**config.mk**
```make
export PLATFORM = sky130hd
export DESIGN_NAME = piu_exec
export DESIGN_NICKNAME = d
export VERILOG_FILES = /design/src/pkg/piu_pkg.sv /design/src/pkg/piu_tlb_if.sv /design/src/hdl/piu_exec.sv /design/src/hdl/piu_tlb.sv
export VERILOG_INCLUDE_DIRS = /design/src /design/src/pkg
export SDC_FILE = /design/constraint.sdc
export NUM_CORES = 2
export LEC_CHECK = 0
export BUFFER_PORTS_ARGS = -buffer_cell sky130_fd_sc_hd__buf_2
export CAP_MARGIN = 20
export CORE_AREA = 2 2 447 449
export DETAILED_ROUTE_END_ITERATION = 6
export DIE_AREA = 0 0 449 451
export GPL_TIMING_DRIVEN = 1
export SYNTH_ARGS = -nofsm -noshare
export SYNTH_HDL_FRONTEND = slang
export SYNTH_SLANG_ARGS = --single-unit
```
**constraint.sdc**
```tcl
create_clock -name aclk -period 8.2 [get_ports aclk]
set_input_delay 0 -clock aclk [delete_from_list [all_inputs] [get_ports aclk]]
set_output_delay 0 -clock aclk [all_outputs]
set_load 0.005 [all_outputs]
```
**src/pkg/piu_cfg.svh**
```systemverilog
`ifndef PIU_CFG_SVH
`define PIU_CFG_SVH
// Register byte offsets on the control bus
`define PIU_KEY_OFS 8'h00
`define PIU_VAL_OFS 8'h04
`define PIU_IDX_OFS 8'h08
`define PIU_RND_OFS 8'h0c
`define PIU_STS_OFS 8'h10
`define PIU_INFO_OFS 8'h14
// Slot field layout in slot-pointer and random-index registers
`define PIU_SLOT_W 6
`define PIU_SLOT_LSB 8
// Probe-miss flag in the slot-pointer register
`define PIU_PMISS_BIT 31
// Key register layout: page number and address-space tag
`define PIU_VPN_LSB 12
`define PIU_TAG_LSB 6
`define PIU_TAG_MSB 11
// Status register bits
`define PIU_ST_KERNEL 0
`define PIU_ST_CU0 1
`define PIU_ST_UNMASK 2
`define PIU_STS_W 3
`define PIU_STS_RST 3'h1
// Info register bits
`define PIU_INFO_SLEEP 0
`define PIU_INFO_CAS 1
// Instruction step and bus answers
`define PIU_PC_STEP 32'h0000_0004
`define PIU_RESP_OKAY 2'h0
`define PIU_RESP_SLVERR 2'h2
`endif

```
**src/pkg/piu_pkg.sv**
```systemverilog
package piu_pkg;
  // Instructions handed over by issue
  typedef enum logic [2:0] {
    tlb_write_indexed_op = 3'h0,
    tlb_write_random_op = 3'h1,
    tlb_read_op = 3'h2,
    tlb_probe_op = 3'h3,
    idle_wait_op = 3'h4,
    system_service_trap_op = 3'h5,
    compare_swap_op = 3'h6
  } piu_op_t;
  // Trap causes reported to the core
  typedef enum logic [1:0] {
    cause_none = 2'h0,
    reserved_opcode_trap = 2'h1,
    cause_service = 2'h2,
    cause_irq = 2'h3
  } piu_cause_t;
  // Sequencer states, one-hot
  typedef enum logic [3:0] {
    st_ready = 4'h1,
    st_cas_read = 4'h2,
    st_cas_write = 4'h4,
    st_sleep = 4'h8
  } piu_state_t;
endpackage : piu_pkg

```
**src/pkg/piu_tlb_if.sv**
```systemverilog
`timescale 1ns/1ps
// Link between the sequencer and the translation array
interface piu_tlb_if #(parameter int SLOT_W = 6);
  logic we; // Write strobe
  logic [SLOT_W-1:0] wslot; // Slot written
  logic [31:0] wkey; // Key word written
  logic [31:0] wval; // Value word written
  logic [SLOT_W-1:0] rslot; // Slot read
  logic [31:0] rkey; // Key word read
  logic [31:0] rval; // Value word read
  logic [31:0] pkey; // Key searched
  logic hit; // Search found a slot
  logic [SLOT_W-1:0] hslot; // Slot that matched
  modport core (output we, wslot, wkey, wval, rslot, pkey,
    input rkey, rval, hit, hslot);
  modport array (input we, wslot, wkey, wval, rslot, pkey,
    output rkey, rval, hit, hslot);
endinterface : piu_tlb_if

```
**src/hdl/piu_exec.sv**
```systemverilog
// Local design decisions: the address map and the AXI4-Lite interface to the registers.
`timescale 1ns/1ps
`include "piu_cfg.svh"
// How it works
// RULE_01 - Writes change slots; read/probe change registers
// RULE_02 - Read replaces key tag with slot tag
// RULE_03 - TLB ops and wait need kernel or usable
// RULE_04 - Wait stops fetch and execution
// RULE_05 - Only reset or interrupt ends sleep
// RULE_06 - Unmasked wake traps at next instruction
// RULE_07 - Masked wake continues, interrupt stays pending
// RULE_08 - Service instruction always traps
// RULE_09 - Compare-swap is one locked memory operation
// RULE_10 - Store new word only on match
// RULE_11 - Result is one on update, else zero
// RULE_12 - Rejected op changes nothing before trap
// RULE_13 - Indexed write uses slot-pointer slot
// RULE_14 - Random write uses random-index slot
// RULE_15 - Probe loads slot or sets miss flag
// RULE_16 - Random index counts down, skips slot zero
module piu_exec #(
  parameter int ENTRY_COUNT = 16,
  parameter int ADDR_W = 8
) (
  input wire logic aclk,
  input wire logic aresetn,
  input wire logic [ADDR_W-1:0] s_axi_awaddr,
  input wire logic s_axi_awvalid,
  output logic s_axi_awready,
  input wire logic [31:0] s_axi_wdata,
  input wire logic [3:0] s_axi_wstrb,
  input wire logic s_axi_wvalid,
  output logic s_axi_wready,
  output logic [1:0] s_axi_bresp,
  output logic s_axi_bvalid,
  input wire logic s_axi_bready,
  input wire logic [ADDR_W-1:0] s_axi_araddr,
  input wire logic s_axi_arvalid,
  output logic s_axi_arready,
  output logic [31:0] s_axi_rdata,
  output logic [1:0] s_axi_rresp,
  output logic s_axi_rvalid,
  input wire logic s_axi_rready,
  input wire logic op_valid,
  output logic op_ready,
  input wire piu_pkg::piu_op_t op_code,
  input wire logic [31:0] op_pc,
  input wire logic [31:0] op_addr,
  input wire logic [31:0] op_expect,
  input wire logic [31:0] op_new,
  output logic done,
  output logic [31:0] resume_pc,
  output logic trap,
  output piu_pkg::piu_cause_t trap_cause,
  output logic [31:0] trap_epc,
  output logic cas_result,
  output logic fetch_stop,
  input wire logic irq_req,
  output logic mem_req,
  output logic mem_we,
  output logic [31:0] mem_addr,
  output logic [31:0] mem_wdata,
  output logic mem_lock,
  input wire logic [31:0] mem_rdata,
  input wire logic mem_ack
);
  localparam int SLOT_W = `PIU_SLOT_W; // Slot field width
  localparam int STS_W = `PIU_STS_W; // Status field width
  localparam logic [SLOT_W-1:0] RND_TOP = SLOT_W'(ENTRY_COUNT - 1);

  // Refuse array sizes the slot field cannot reach
  if (ENTRY_COUNT < 2 || ENTRY_COUNT > (1 << SLOT_W)) begin : g_chk
    $error("ENTRY_COUNT out of range");
  end
  if (ADDR_W < 5) begin : g_chk_addr
    $error("ADDR_W too small");
  end

  // Whole module state
  typedef struct packed {
    piu_pkg::piu_state_t state; // Sequencer state
    logic [31:0] key; // TLB key register
    logic [31:0] val; // TLB value register
    logic [31:0] idx; // Slot-pointer register
    logic [SLOT_W-1:0] rnd; // Random slot index
    logic [`PIU_STS_W-1:0] sts; // Mode and mask bits
    logic irq_s1; // Interrupt sync, first stage
    logic irq_s2; // Interrupt sync, second stage
    logic done; // Completion pulse
    logic [31:0] resume_pc; // Next instruction address
    logic trap; // Trap pulse
    piu_pkg::piu_cause_t cause; // Trap cause
    logic [31:0] epc; // Trap location
    logic cas_res; // Last compare-swap outcome
    logic [31:0] pc; // Address of instruction in flight
    logic [31:0] cas_exp; // Expected word
    logic [31:0] cas_new; // Replacement word
    logic mem_req; // Memory request
    logic mem_we; // Memory write
    logic [31:0] mem_addr; // Memory address
    logic [31:0] mem_wdata; // Memory write data
    logic mem_lock; // Memory held for us
    logic aw_ok; // Write address held
    logic [ADDR_W-1:0] aw_addr; // Held write address
    logic w_ok; // Write data held
    logic [31:0] w_data; // Held write data
    logic [3:0] w_strb; // Held byte strobes
    logic bvalid; // Write answer pending
    logic [1:0] bresp; // Write answer code
    logic rvalid; // Read answer pending
    logic [31:0] rdata; // Read answer data
    logic [1:0] rresp; // Read answer code
  } piu_exec_st_t;
  piu_exec_st_t r; // Registered state
  piu_exec_st_t nxt; // Next state
  logic priv_ok; // Privileged ops allowed
  logic wr_go; // Bus write performed this cycle

  piu_tlb_if #(.SLOT_W(SLOT_W)) tlb_link ();

  // Translation array
  piu_tlb #(.ENTRY_COUNT(ENTRY_COUNT), .SLOT_W(SLOT_W)) u_tlb (
    .aclk(aclk),
    .aresetn(aresetn),
    .tlb(tlb_link.array)
  );

  // Register select from a bus address, 7 means unmapped
  function automatic logic [2:0] piu_sel(input logic [ADDR_W-1:0] a);
    unique case (8'(a))
      `PIU_KEY_OFS: piu_sel = 3'h0;
      `PIU_VAL_OFS: piu_sel = 3'h1;
      `PIU_IDX_OFS: piu_sel = 3'h2;
      `PIU_RND_OFS: piu_sel = 3'h3;
      `PIU_STS_OFS: piu_sel = 3'h4;
      `PIU_INFO_OFS: piu_sel = 3'h5;
      default: piu_sel = 3'h7;
    endcase
  endfunction : piu_sel

  // Byte-lane merge of a bus write
  function automatic logic [31:0] piu_merge(input logic [31:0] o,
      input logic [31:0] d, input logic [3:0] s);
    for (int b = 0; b < 4; b++) begin
      piu_merge[b*8 +: 8] = s[b] ? d[b*8 +: 8] : o[b*8 +: 8];
    end
  endfunction : piu_merge

  // RULE_03 privilege check
  assign priv_ok = r.sts[`PIU_ST_KERNEL] | r.sts[`PIU_ST_CU0];
  assign wr_go = r.aw_ok & r.w_ok & ~r.bvalid;

  // Next-state logic for sequencer, registers and bus
  always_comb begin
    nxt = r;
    nxt.irq_s1 = irq_req;
    nxt.irq_s2 = r.irq_s1;
    nxt.done = 1'h0;
    nxt.trap = 1'h0;
    // RULE_16 random index countdown
    nxt.rnd = (r.rnd <= SLOT_W'(1)) ? RND_TOP : r.rnd - SLOT_W'(1);
    tlb_link.we = 1'h0;
    // RULE_13 indexed slot selection
    tlb_link.wslot = r.idx[`PIU_SLOT_LSB +: SLOT_W];
    tlb_link.wkey = r.key;
    tlb_link.wval = r.val;
    tlb_link.rslot = r.idx[`PIU_SLOT_LSB +: SLOT_W];
    tlb_link.pkey = r.key;
    unique case (r.state)
      // Accept one instruction
      piu_pkg::st_ready: begin
        if (op_valid) begin
          nxt.pc = op_pc;
          nxt.done = 1'h1;
          nxt.resume_pc = op_pc + `PIU_PC_STEP;
          if (!priv_ok && (op_code != piu_pkg::system_service_trap_op) &&
              (op_code != piu_pkg::compare_swap_op)) begin
            // RULE_12 reject with no side effect
            nxt.done = 1'h0;
            nxt.trap = 1'h1;
            nxt.cause = piu_pkg::reserved_opcode_trap;
            nxt.epc = op_pc;
          end else begin
            unique case (op_code)
              // RULE_01 indexed write to array
              piu_pkg::tlb_write_indexed_op: begin
                tlb_link.we = 1'h1;
              end
              // RULE_14 random slot selection
              piu_pkg::tlb_write_random_op: begin
                tlb_link.we = 1'h1;
                tlb_link.wslot = r.rnd;
              end
              // RULE_02 whole key replaced, tag included
              piu_pkg::tlb_read_op: begin
                nxt.key = tlb_link.rkey;
                nxt.val = tlb_link.rval;
              end
              // RULE_15 probe result into slot pointer
              piu_pkg::tlb_probe_op: begin
                if (tlb_link.hit) begin
                  nxt.idx[`PIU_SLOT_LSB +: SLOT_W] = tlb_link.hslot;
                  nxt.idx[`PIU_PMISS_BIT] = 1'h0;
                end else begin
                  nxt.idx[`PIU_PMISS_BIT] = 1'h1;
                end
              end
              // RULE_04 enter sleep
              piu_pkg::idle_wait_op: begin
                nxt.done = 1'h0;
                nxt.state = piu_pkg::st_sleep;
              end
              // RULE_08 service trap in any mode
              piu_pkg::system_service_trap_op: begin
                nxt.done = 1'h0;
                nxt.trap = 1'h1;
                nxt.cause = piu_pkg::cause_service;
                nxt.epc = op_pc;
              end
              // RULE_09 start locked read
              piu_pkg::compare_swap_op: begin
                nxt.done = 1'h0;
                nxt.cas_exp = op_expect;
                nxt.cas_new = op_new;
                nxt.mem_req = 1'h1;
                nxt.mem_we = 1'h0;
                nxt.mem_addr = op_addr;
                nxt.mem_lock = 1'h1;
                nxt.state = piu_pkg::st_cas_read;
              end
              // Unused code traps as reserved
              default: begin
                nxt.done = 1'h0;
                nxt.trap = 1'h1;
                nxt.cause = piu_pkg::reserved_opcode_trap;
                nxt.epc = op_pc;
              end
            endcase
          end
        end
      end
      // Locked read returned
      piu_pkg::st_cas_read: begin
        if (mem_ack) begin
          nxt.mem_req = 1'h0;
          if (mem_rdata == r.cas_exp) begin
            // RULE_10 store only on match
            nxt.mem_req = 1'h1;
            nxt.mem_we = 1'h1;
            nxt.mem_wdata = r.cas_new;
            nxt.state = piu_pkg::st_cas_write;
          end else begin
            // RULE_11 no update gives zero
            nxt.cas_res = 1'h0;
            nxt.mem_lock = 1'h0;
            nxt.done = 1'h1;
            nxt.state = piu_pkg::st_ready;
          end
        end
      end
      // Locked write returned
      piu_pkg::st_cas_write: begin
        if (mem_ack) begin
          // RULE_11 update gives one
          nxt.cas_res = 1'h1;
          nxt.mem_req = 1'h0;
          nxt.mem_we = 1'h0;
          nxt.mem_lock = 1'h0;
          nxt.done = 1'h1;
          nxt.state = piu_pkg::st_ready;
        end
      end
      // RULE_05 sleep until interrupt
      piu_pkg::st_sleep: begin
        if (r.irq_s2) begin
          nxt.state = piu_pkg::st_ready;
          if (r.sts[`PIU_ST_UNMASK]) begin
            // RULE_06 trap at following instruction
            nxt.trap = 1'h1;
            nxt.cause = piu_pkg::cause_irq;
            nxt.epc = r.pc + `PIU_PC_STEP;
          end else begin
            // RULE_07 continue, interrupt left pending
            nxt.done = 1'h1;
            nxt.resume_pc = r.pc + `PIU_PC_STEP;
          end
        end
      end
      default: begin
        nxt.state = piu_pkg::st_ready;
      end
    endcase
    // Bus address and data capture
    if (s_axi_awvalid && !r.aw_ok) begin
      nxt.aw_ok = 1'h1;
      nxt.aw_addr = s_axi_awaddr;
    end
    if (s_axi_wvalid && !r.w_ok) begin
      nxt.w_ok = 1'h1;
      nxt.w_data = s_axi_wdata;
      nxt.w_strb = s_axi_wstrb;
    end
    // Bus write, applied after instruction updates
    if (wr_go) begin
      nxt.aw_ok = 1'h0;
      nxt.w_ok = 1'h0;
      nxt.bvalid = 1'h1;
      nxt.bresp = `PIU_RESP_OKAY;
      unique case (piu_sel(r.aw_addr))
        3'h0: nxt.key = piu_merge(r.key, r.w_data, r.w_strb);
        3'h1: nxt.val = piu_merge(r.val, r.w_data, r.w_strb);
        3'h2: nxt.idx = piu_merge(r.idx, r.w_data, r.w_strb);
        3'h4: nxt.sts = STS_W'(piu_merge(32'(r.sts), r.w_data,
          r.w_strb));
        3'h3, 3'h5: nxt.bresp = `PIU_RESP_OKAY;
        default: nxt.bresp = `PIU_RESP_SLVERR;
      endcase
    end else if (r.bvalid && s_axi_bready) begin
      nxt.bvalid = 1'h0;
    end
    // Bus read
    if (s_axi_arvalid && !r.rvalid) begin
      nxt.rvalid = 1'h1;
      nxt.rresp = `PIU_RESP_OKAY;
      unique case (piu_sel(s_axi_araddr))
        3'h0: nxt.rdata = r.key;
        3'h1: nxt.rdata = r.val;
        3'h2: nxt.rdata = r.idx;
        3'h3: nxt.rdata = 32'(r.rnd) << `PIU_SLOT_LSB;
        3'h4: nxt.rdata = 32'(r.sts);
        3'h5: nxt.rdata = 32'({r.cas_res, r.state == piu_pkg::st_sleep});
        default: begin
          nxt.rdata = 32'h0;
          nxt.rresp = `PIU_RESP_SLVERR;
        end
      endcase
    end else if (r.rvalid && s_axi_rready) begin
      nxt.rvalid = 1'h0;
    end
  end

  // State register with synchronous reset
  always_ff @(posedge aclk) begin
    if (!aresetn) begin
      r <= '0;
      r.state <= piu_pkg::st_ready;
      r.rnd <= RND_TOP;
      r.sts <= `PIU_STS_RST;
      r.cause <= piu_pkg::cause_none;
    end else begin
      r <= nxt;
    end
  end

  // Outputs
  assign s_axi_awready = ~r.aw_ok;
  assign s_axi_wready = ~r.w_ok;
  assign s_axi_bvalid = r.bvalid;
  assign s_axi_bresp = r.bresp;
  assign s_axi_arready = ~r.rvalid;
  assign s_axi_rvalid = r.rvalid;
  assign s_axi_rdata = r.rdata;
  assign s_axi_rresp = r.rresp;
  assign op_ready = (r.state == piu_pkg::st_ready);
  assign done = r.done;
  assign resume_pc = r.resume_pc;
  assign trap = r.trap;
  assign trap_cause = r.cause;
  assign trap_epc = r.epc;
  assign cas_result = r.cas_res;
  assign fetch_stop = (r.state == piu_pkg::st_sleep);
  assign mem_req = r.mem_req;
  assign mem_we = r.mem_we;
  assign mem_addr = r.mem_addr;
  assign mem_wdata = r.mem_wdata;
  assign mem_lock = r.mem_lock;
endmodule : piu_exec

```
**src/hdl/piu_tlb.sv**
```systemverilog
`timescale 1ns/1ps
`include "piu_cfg.svh"
// Translation array with combinational read and search
module piu_tlb #(
  parameter int ENTRY_COUNT = 16,
  parameter int SLOT_W = 6
) (
  input wire logic aclk,
  input wire logic aresetn,
  piu_tlb_if.array tlb
);
  // All slots, key in the upper word
  typedef struct packed {
    logic [ENTRY_COUNT-1:0][63:0] ent;
  } piu_tlb_st_t;
  piu_tlb_st_t r; // Registered state
  piu_tlb_st_t nxt; // Next state

  // Key match on page number and address-space tag
  function automatic logic piu_match(input logic [31:0] a,
      input logic [31:0] b);
    piu_match = (a[31:`PIU_VPN_LSB] == b[31:`PIU_VPN_LSB]) &&
      (a[`PIU_TAG_MSB:`PIU_TAG_LSB] == b[`PIU_TAG_MSB:`PIU_TAG_LSB]);
  endfunction : piu_match

  // Slot update on a write strobe
  always_comb begin
    nxt = r;
    if (tlb.we && (int'(tlb.wslot) < ENTRY_COUNT)) begin
      nxt.ent[tlb.wslot] = {tlb.wkey, tlb.wval};
    end
  end

  // State register
  always_ff @(posedge aclk) begin
    if (!aresetn) begin
      r <= '0;
    end else begin
      r <= nxt;
    end
  end

  // Read port, out of range reads zero
  always_comb begin
    tlb.rkey = 32'h0;
    tlb.rval = 32'h0;
    if (int'(tlb.rslot) < ENTRY_COUNT) begin
      tlb.rkey = r.ent[tlb.rslot][63:32];
      tlb.rval = r.ent[tlb.rslot][31:0];
    end
  end

  // Search, lowest matching slot wins
  always_comb begin
    tlb.hit = 1'h0;
    tlb.hslot = '0;
    for (int i = ENTRY_COUNT - 1; i >= 0; i--) begin
      if (piu_match(r.ent[i][63:32], tlb.pkey)) begin
        tlb.hit = 1'h1;
        tlb.hslot = SLOT_W'(i);
      end
    end
  end
endmodule : piu_tlb

```
==> results.toml <==
[status]
outcome = "complete, but fails checks"
failed_checks = "design-rule violations"

[logic_synthesis]
synth_flop_cell = "dfxtp_1"
synth_cell_types = 75
avgSynthCellArea_um2 = 9.87
synthCells = 6985
syn_area_um2 = 68900
synth_simple_gate_area_share_pct = 13.5
synth-xor-area-share_pct = 6.45
synthMuxAreaShare_pct = 25.3
synth_compound_area_share_pct = 6.19
synth_top_family_by_area = "multiplexers"
ys_async_sr_fraction_pct = 0
yosys.area_share.adder_pct = 0.0908
yosysWarnings = 0
synth-seq-cells = 1449
yosysSeqAreaShare_pct = 42.1
synth_edf_count = 0

[worst_setup_path]
cp_cell_sequence = "nor2_2 -> nand3b_4 -> inv_2 -> and2_2 -> buf_4 -> nand3_2 -> o21ai_1 -> nor2b_4 -> buf_12 -> mux2i_1 -> nor2_1"
rr_endpoint = "u_tlb.r[808]$_SDFFE_PN0P_"
critPathTopFamily = "simple AND/OR/NAND/NOR gates"
regToRegSetupSlack_ns = 3.21
endpoint_kind = "flip-flop"
critical_path_arrival_ns = 5.64
crit_required_ns = 8.85
ff2ff_path_depth = 11
critical_path.slowest_cell = "nor2b_4"
critical_path_depth = 11
worstSetupPathType = "flip-flop to flip-flop"
cp_num_buf_inv = 3
critPathMaxFanout = 53
cp-start-kind = "flip-flop"
crit-reg2reg-launch = "r[425]$_SDFFE_PN0P_"
worstSetupStartpoint = "r[425]$_SDFFE_PN0P_"
slowest_delay_ns = 1.07

[clocking]
ctsHoldBuffers = 409
cts_resized = 0
cts_buffer_depth = 3
root_buffer = "clkbuf_16"
post_cts_buffers = 0
clk_latency_ns = 0.82
cts_tree = "yes"
numCtsBuffers = 158
clkTransAtPathRegs_ns = 0.06
clock_sinks = 1449
htreeDepth = 4

[hold_path]
whs_path_depth = 4
min_to = "r[163]$_SDFFE_PN0P_"
holdCritStartpoint = "op_new[12]"
hold_class = "input pin to flip-flop"

[global_routing]
grt_pass1_vias = 52500
antenna_found_initial = 11
grt_max_degree = 214
grt_util_all_layers_pct = 22.0
overflow = 0
grt_pass1_wl_um = 344000

[placed_design]
io_buffers = 401
dpl_cell_area_um2 = 71100
routabilityCongestion = 0.954
dpl.cell_count = 9342
post-dp-hpwl_um = 146000

[sta]
period_share_pct = 60.8
tightest_slew_ns = 1.45
setup_tns_ns = 0
setup_violations = 0
post-route-min-period_ns = 4.99
finalMaxSlewViolations = 0
fmax_mhz = 201
grt_setup_unrepaired = "no"
skew_ns = 0.0426
hold_viol = 0
slew_headroom_pct = 3.27

[finish]
area_growth_pct = 17.2
instances_no_fill = 10100
final_cell_area_um2 = 80800
nNetsFinal = 7491
utilization_pct = 40.7
layout-drive-gt1-share_pct = 15.9

[drt]
viasPerCell = 5.39
detail-route-antenna-nets = 0
drc_errors = 5
firstDrtPassIters = 7
routed_wirelength_um = 231000
initialDrtViolationCount = 5577
vias = 54200
wl_per_cell_um = 23.0

[floorplan]
fp.coreArea_um2 = 198000
die_x_um = 449
ios = 404
die_y_um = 451
die-area_um2 = 202000
row_count = 164
initial_core_util_pct = 34.8

[power]
p_comb_share_pct = 7.5
switching_power_mw = 3.92
p_leak_nw = 31.6
ir_worst_vdd_v = 0.000222
powerDensity_nw_per_um2 = 197
p_int_mw = 12.0
swShare_pct = 24.6
p_clk_share_pct = 47.0
sequentialPowerShare_pct = 45.5

[flow_run]
maxCapViolations = 0
through the flow:
step,power [mW],setup slack [ns],hold WS [ns]
final,15.9,3.21,0.0306
after global routing,16.3,3.04,0.0357
after CTS,16.0,3.26,0.00140
after detailed placement,8.41,3.28,0.207
after global placement,8.40,3.44,0.192
after floorplan,8.00,5.65,0.100
state kept, by name, indices dropped and copies added, names as in the netlist, 2 cells and up:
| signal | count |
|---|---|
| tlb_link.pkey | 32 |
| u_tlb.r | 1024 |
| s_axi_rdata | 32 |
| trap_epc | 32 |
| tlb_link.wval | 32 |
| mem_addr | 32 |
| resume_pc | 32 |
| trap_cause | 2 |
| r | 188 |
| mem_wdata | 32 |
Yosys cell counts, drive strengths merged, types with 44 or more instances:
cell / instances / area [µm²]
xor2: 216 / 1890
dfxtp: 1449 / 29000
o21ai: 56 / 318
mux2i: 1067 / 10700
a21oi: 175 / 876
a21boi: 128 / 961
nand3: 103 / 521
clkbuf: 390 / 1460
nor3: 55 / 297
nor4: 56 / 357
xnor2: 292 / 2560
o211ai: 44 / 330
a22oi: 96 / 721
nand4: 89 / 557
nand2: 603 / 2270
mux2: 49 / 552
nor2: 1153 / 4400
and2: 47 / 294
buf: 409 / 2820
mux4: 277 / 6240
per-layer routing:
layer,share of wire [%],track usage (%)
met1,42,29.0
met2,45,34.4
met3,7.6,3.95
met4,5.2,11.1
met5,0.018,0
cells by family (layout without fill, tap and decap cells):
| family | after synthesis | after routing |
|---|---|---|
| and+or+nand+nor | 2192 | 2192 |
| AOI/OAI and AO/OA | 620 | 620 |
| adders and majority gates | 5 | 5 |
| buffers and inverters | 817 | 1219 |
| muxes | 1393 | 1393 |
| other | 1 | 9 |
| DFF | 1449 | 1449 |
| xor gates and xnor gates | 508 | 508 |
tightest hold or removal path: stages:
cell and delay [ns]:
dlygate4sd3_1 0.54, buf_2 0.12, nand2_1 0.04, a21boi_0 0.07
how the worst max path moves through the flow:
| stage | to |
|---|---|
| floorplan | tlb_link.pkey[16]$_SDFFE_PN0P_ |
| global placement | u_tlb.r[811]$_SDFFE_PN0P_ |
| detailed placement | u_tlb.r[810]$_SDFFE_PN0P_ |
| finish | u_tlb.r[808]$_SDFFE_PN0P_ |
| CTS | u_tlb.r[807]$_SDFFE_PN0P_ |
| global route | u_tlb.r[798]$_SDFFE_PN0P_ |
cell usage in the layout (no fill, tap or decap), types with 16 or more instances in the layout:
cell | netlist | final
dlygate4sd3_1 | 0 | 409
nor2b_1 | 28 | 26
and2_1 | 43 | 42
a221oi_1 | 29 | 29
nor3_1 | 52 | 51
clkbuf_16 | 0 | 162
nor4_1 | 55 | 52
nor2_1 | 1143 | 1138
a21oi_1 | 175 | 175
a22oi_1 | 96 | 96
xor2_1 | 216 | 216
a222oi_1 | 29 | 29
nand3_1 | 102 | 101
nand2_1 | 602 | 600
a21boi_0 | 128 | 128
clkbuf_8 | 0 | 29
clkinv_2 | 0 | 25
o21ai_0 | 49 | 49
bufinv_16 | 0 | 16
dfxtp_2 | 0 | 26
nand4_1 | 89 | 89
mux2_2 | 49 | 49
o211ai_1 | 44 | 44
dfxtp_1 | 1449 | 1419
xnor2_1 | 292 | 292
buf_2 | 76 | 402
mux4_2 | 277 | 277
buf_4 | 232 | 83
clkbuf_1 | 390 | 30
mux2i_1 | 1067 | 1067
power by group through the flow:
stage          combinational, mW  clock [mW]  sequential [mW]
6_report                    1.20        7.47             7.23
5_1_grt                     1.27        7.85             7.23
4_1_cts                     1.17        7.56             7.22
3_5_place_dp                1.02           0             7.38
3_3_place_gp                1.02           0             7.38
2_1_floorplan              0.710           0             7.29
area by class of cell:
| class | instances | area, µm² |
|---|---|---|
| inverters | 18 | 75.1 |
| well taps | 2656 | 3320 |
| flip-flops and latches | 1449 | 29100 |
| clock buffers | 221 | 4570 |
| fillers | 19000 | 117000 |
| repair buffers | 914 | 7140 |
| multi-input cells | 4720 | 35700 |
| diodes | 7 | 17.5 |
| clock inverters | 66 | 871 |
No activity file was read; power rests on OpenSTA's default activity.
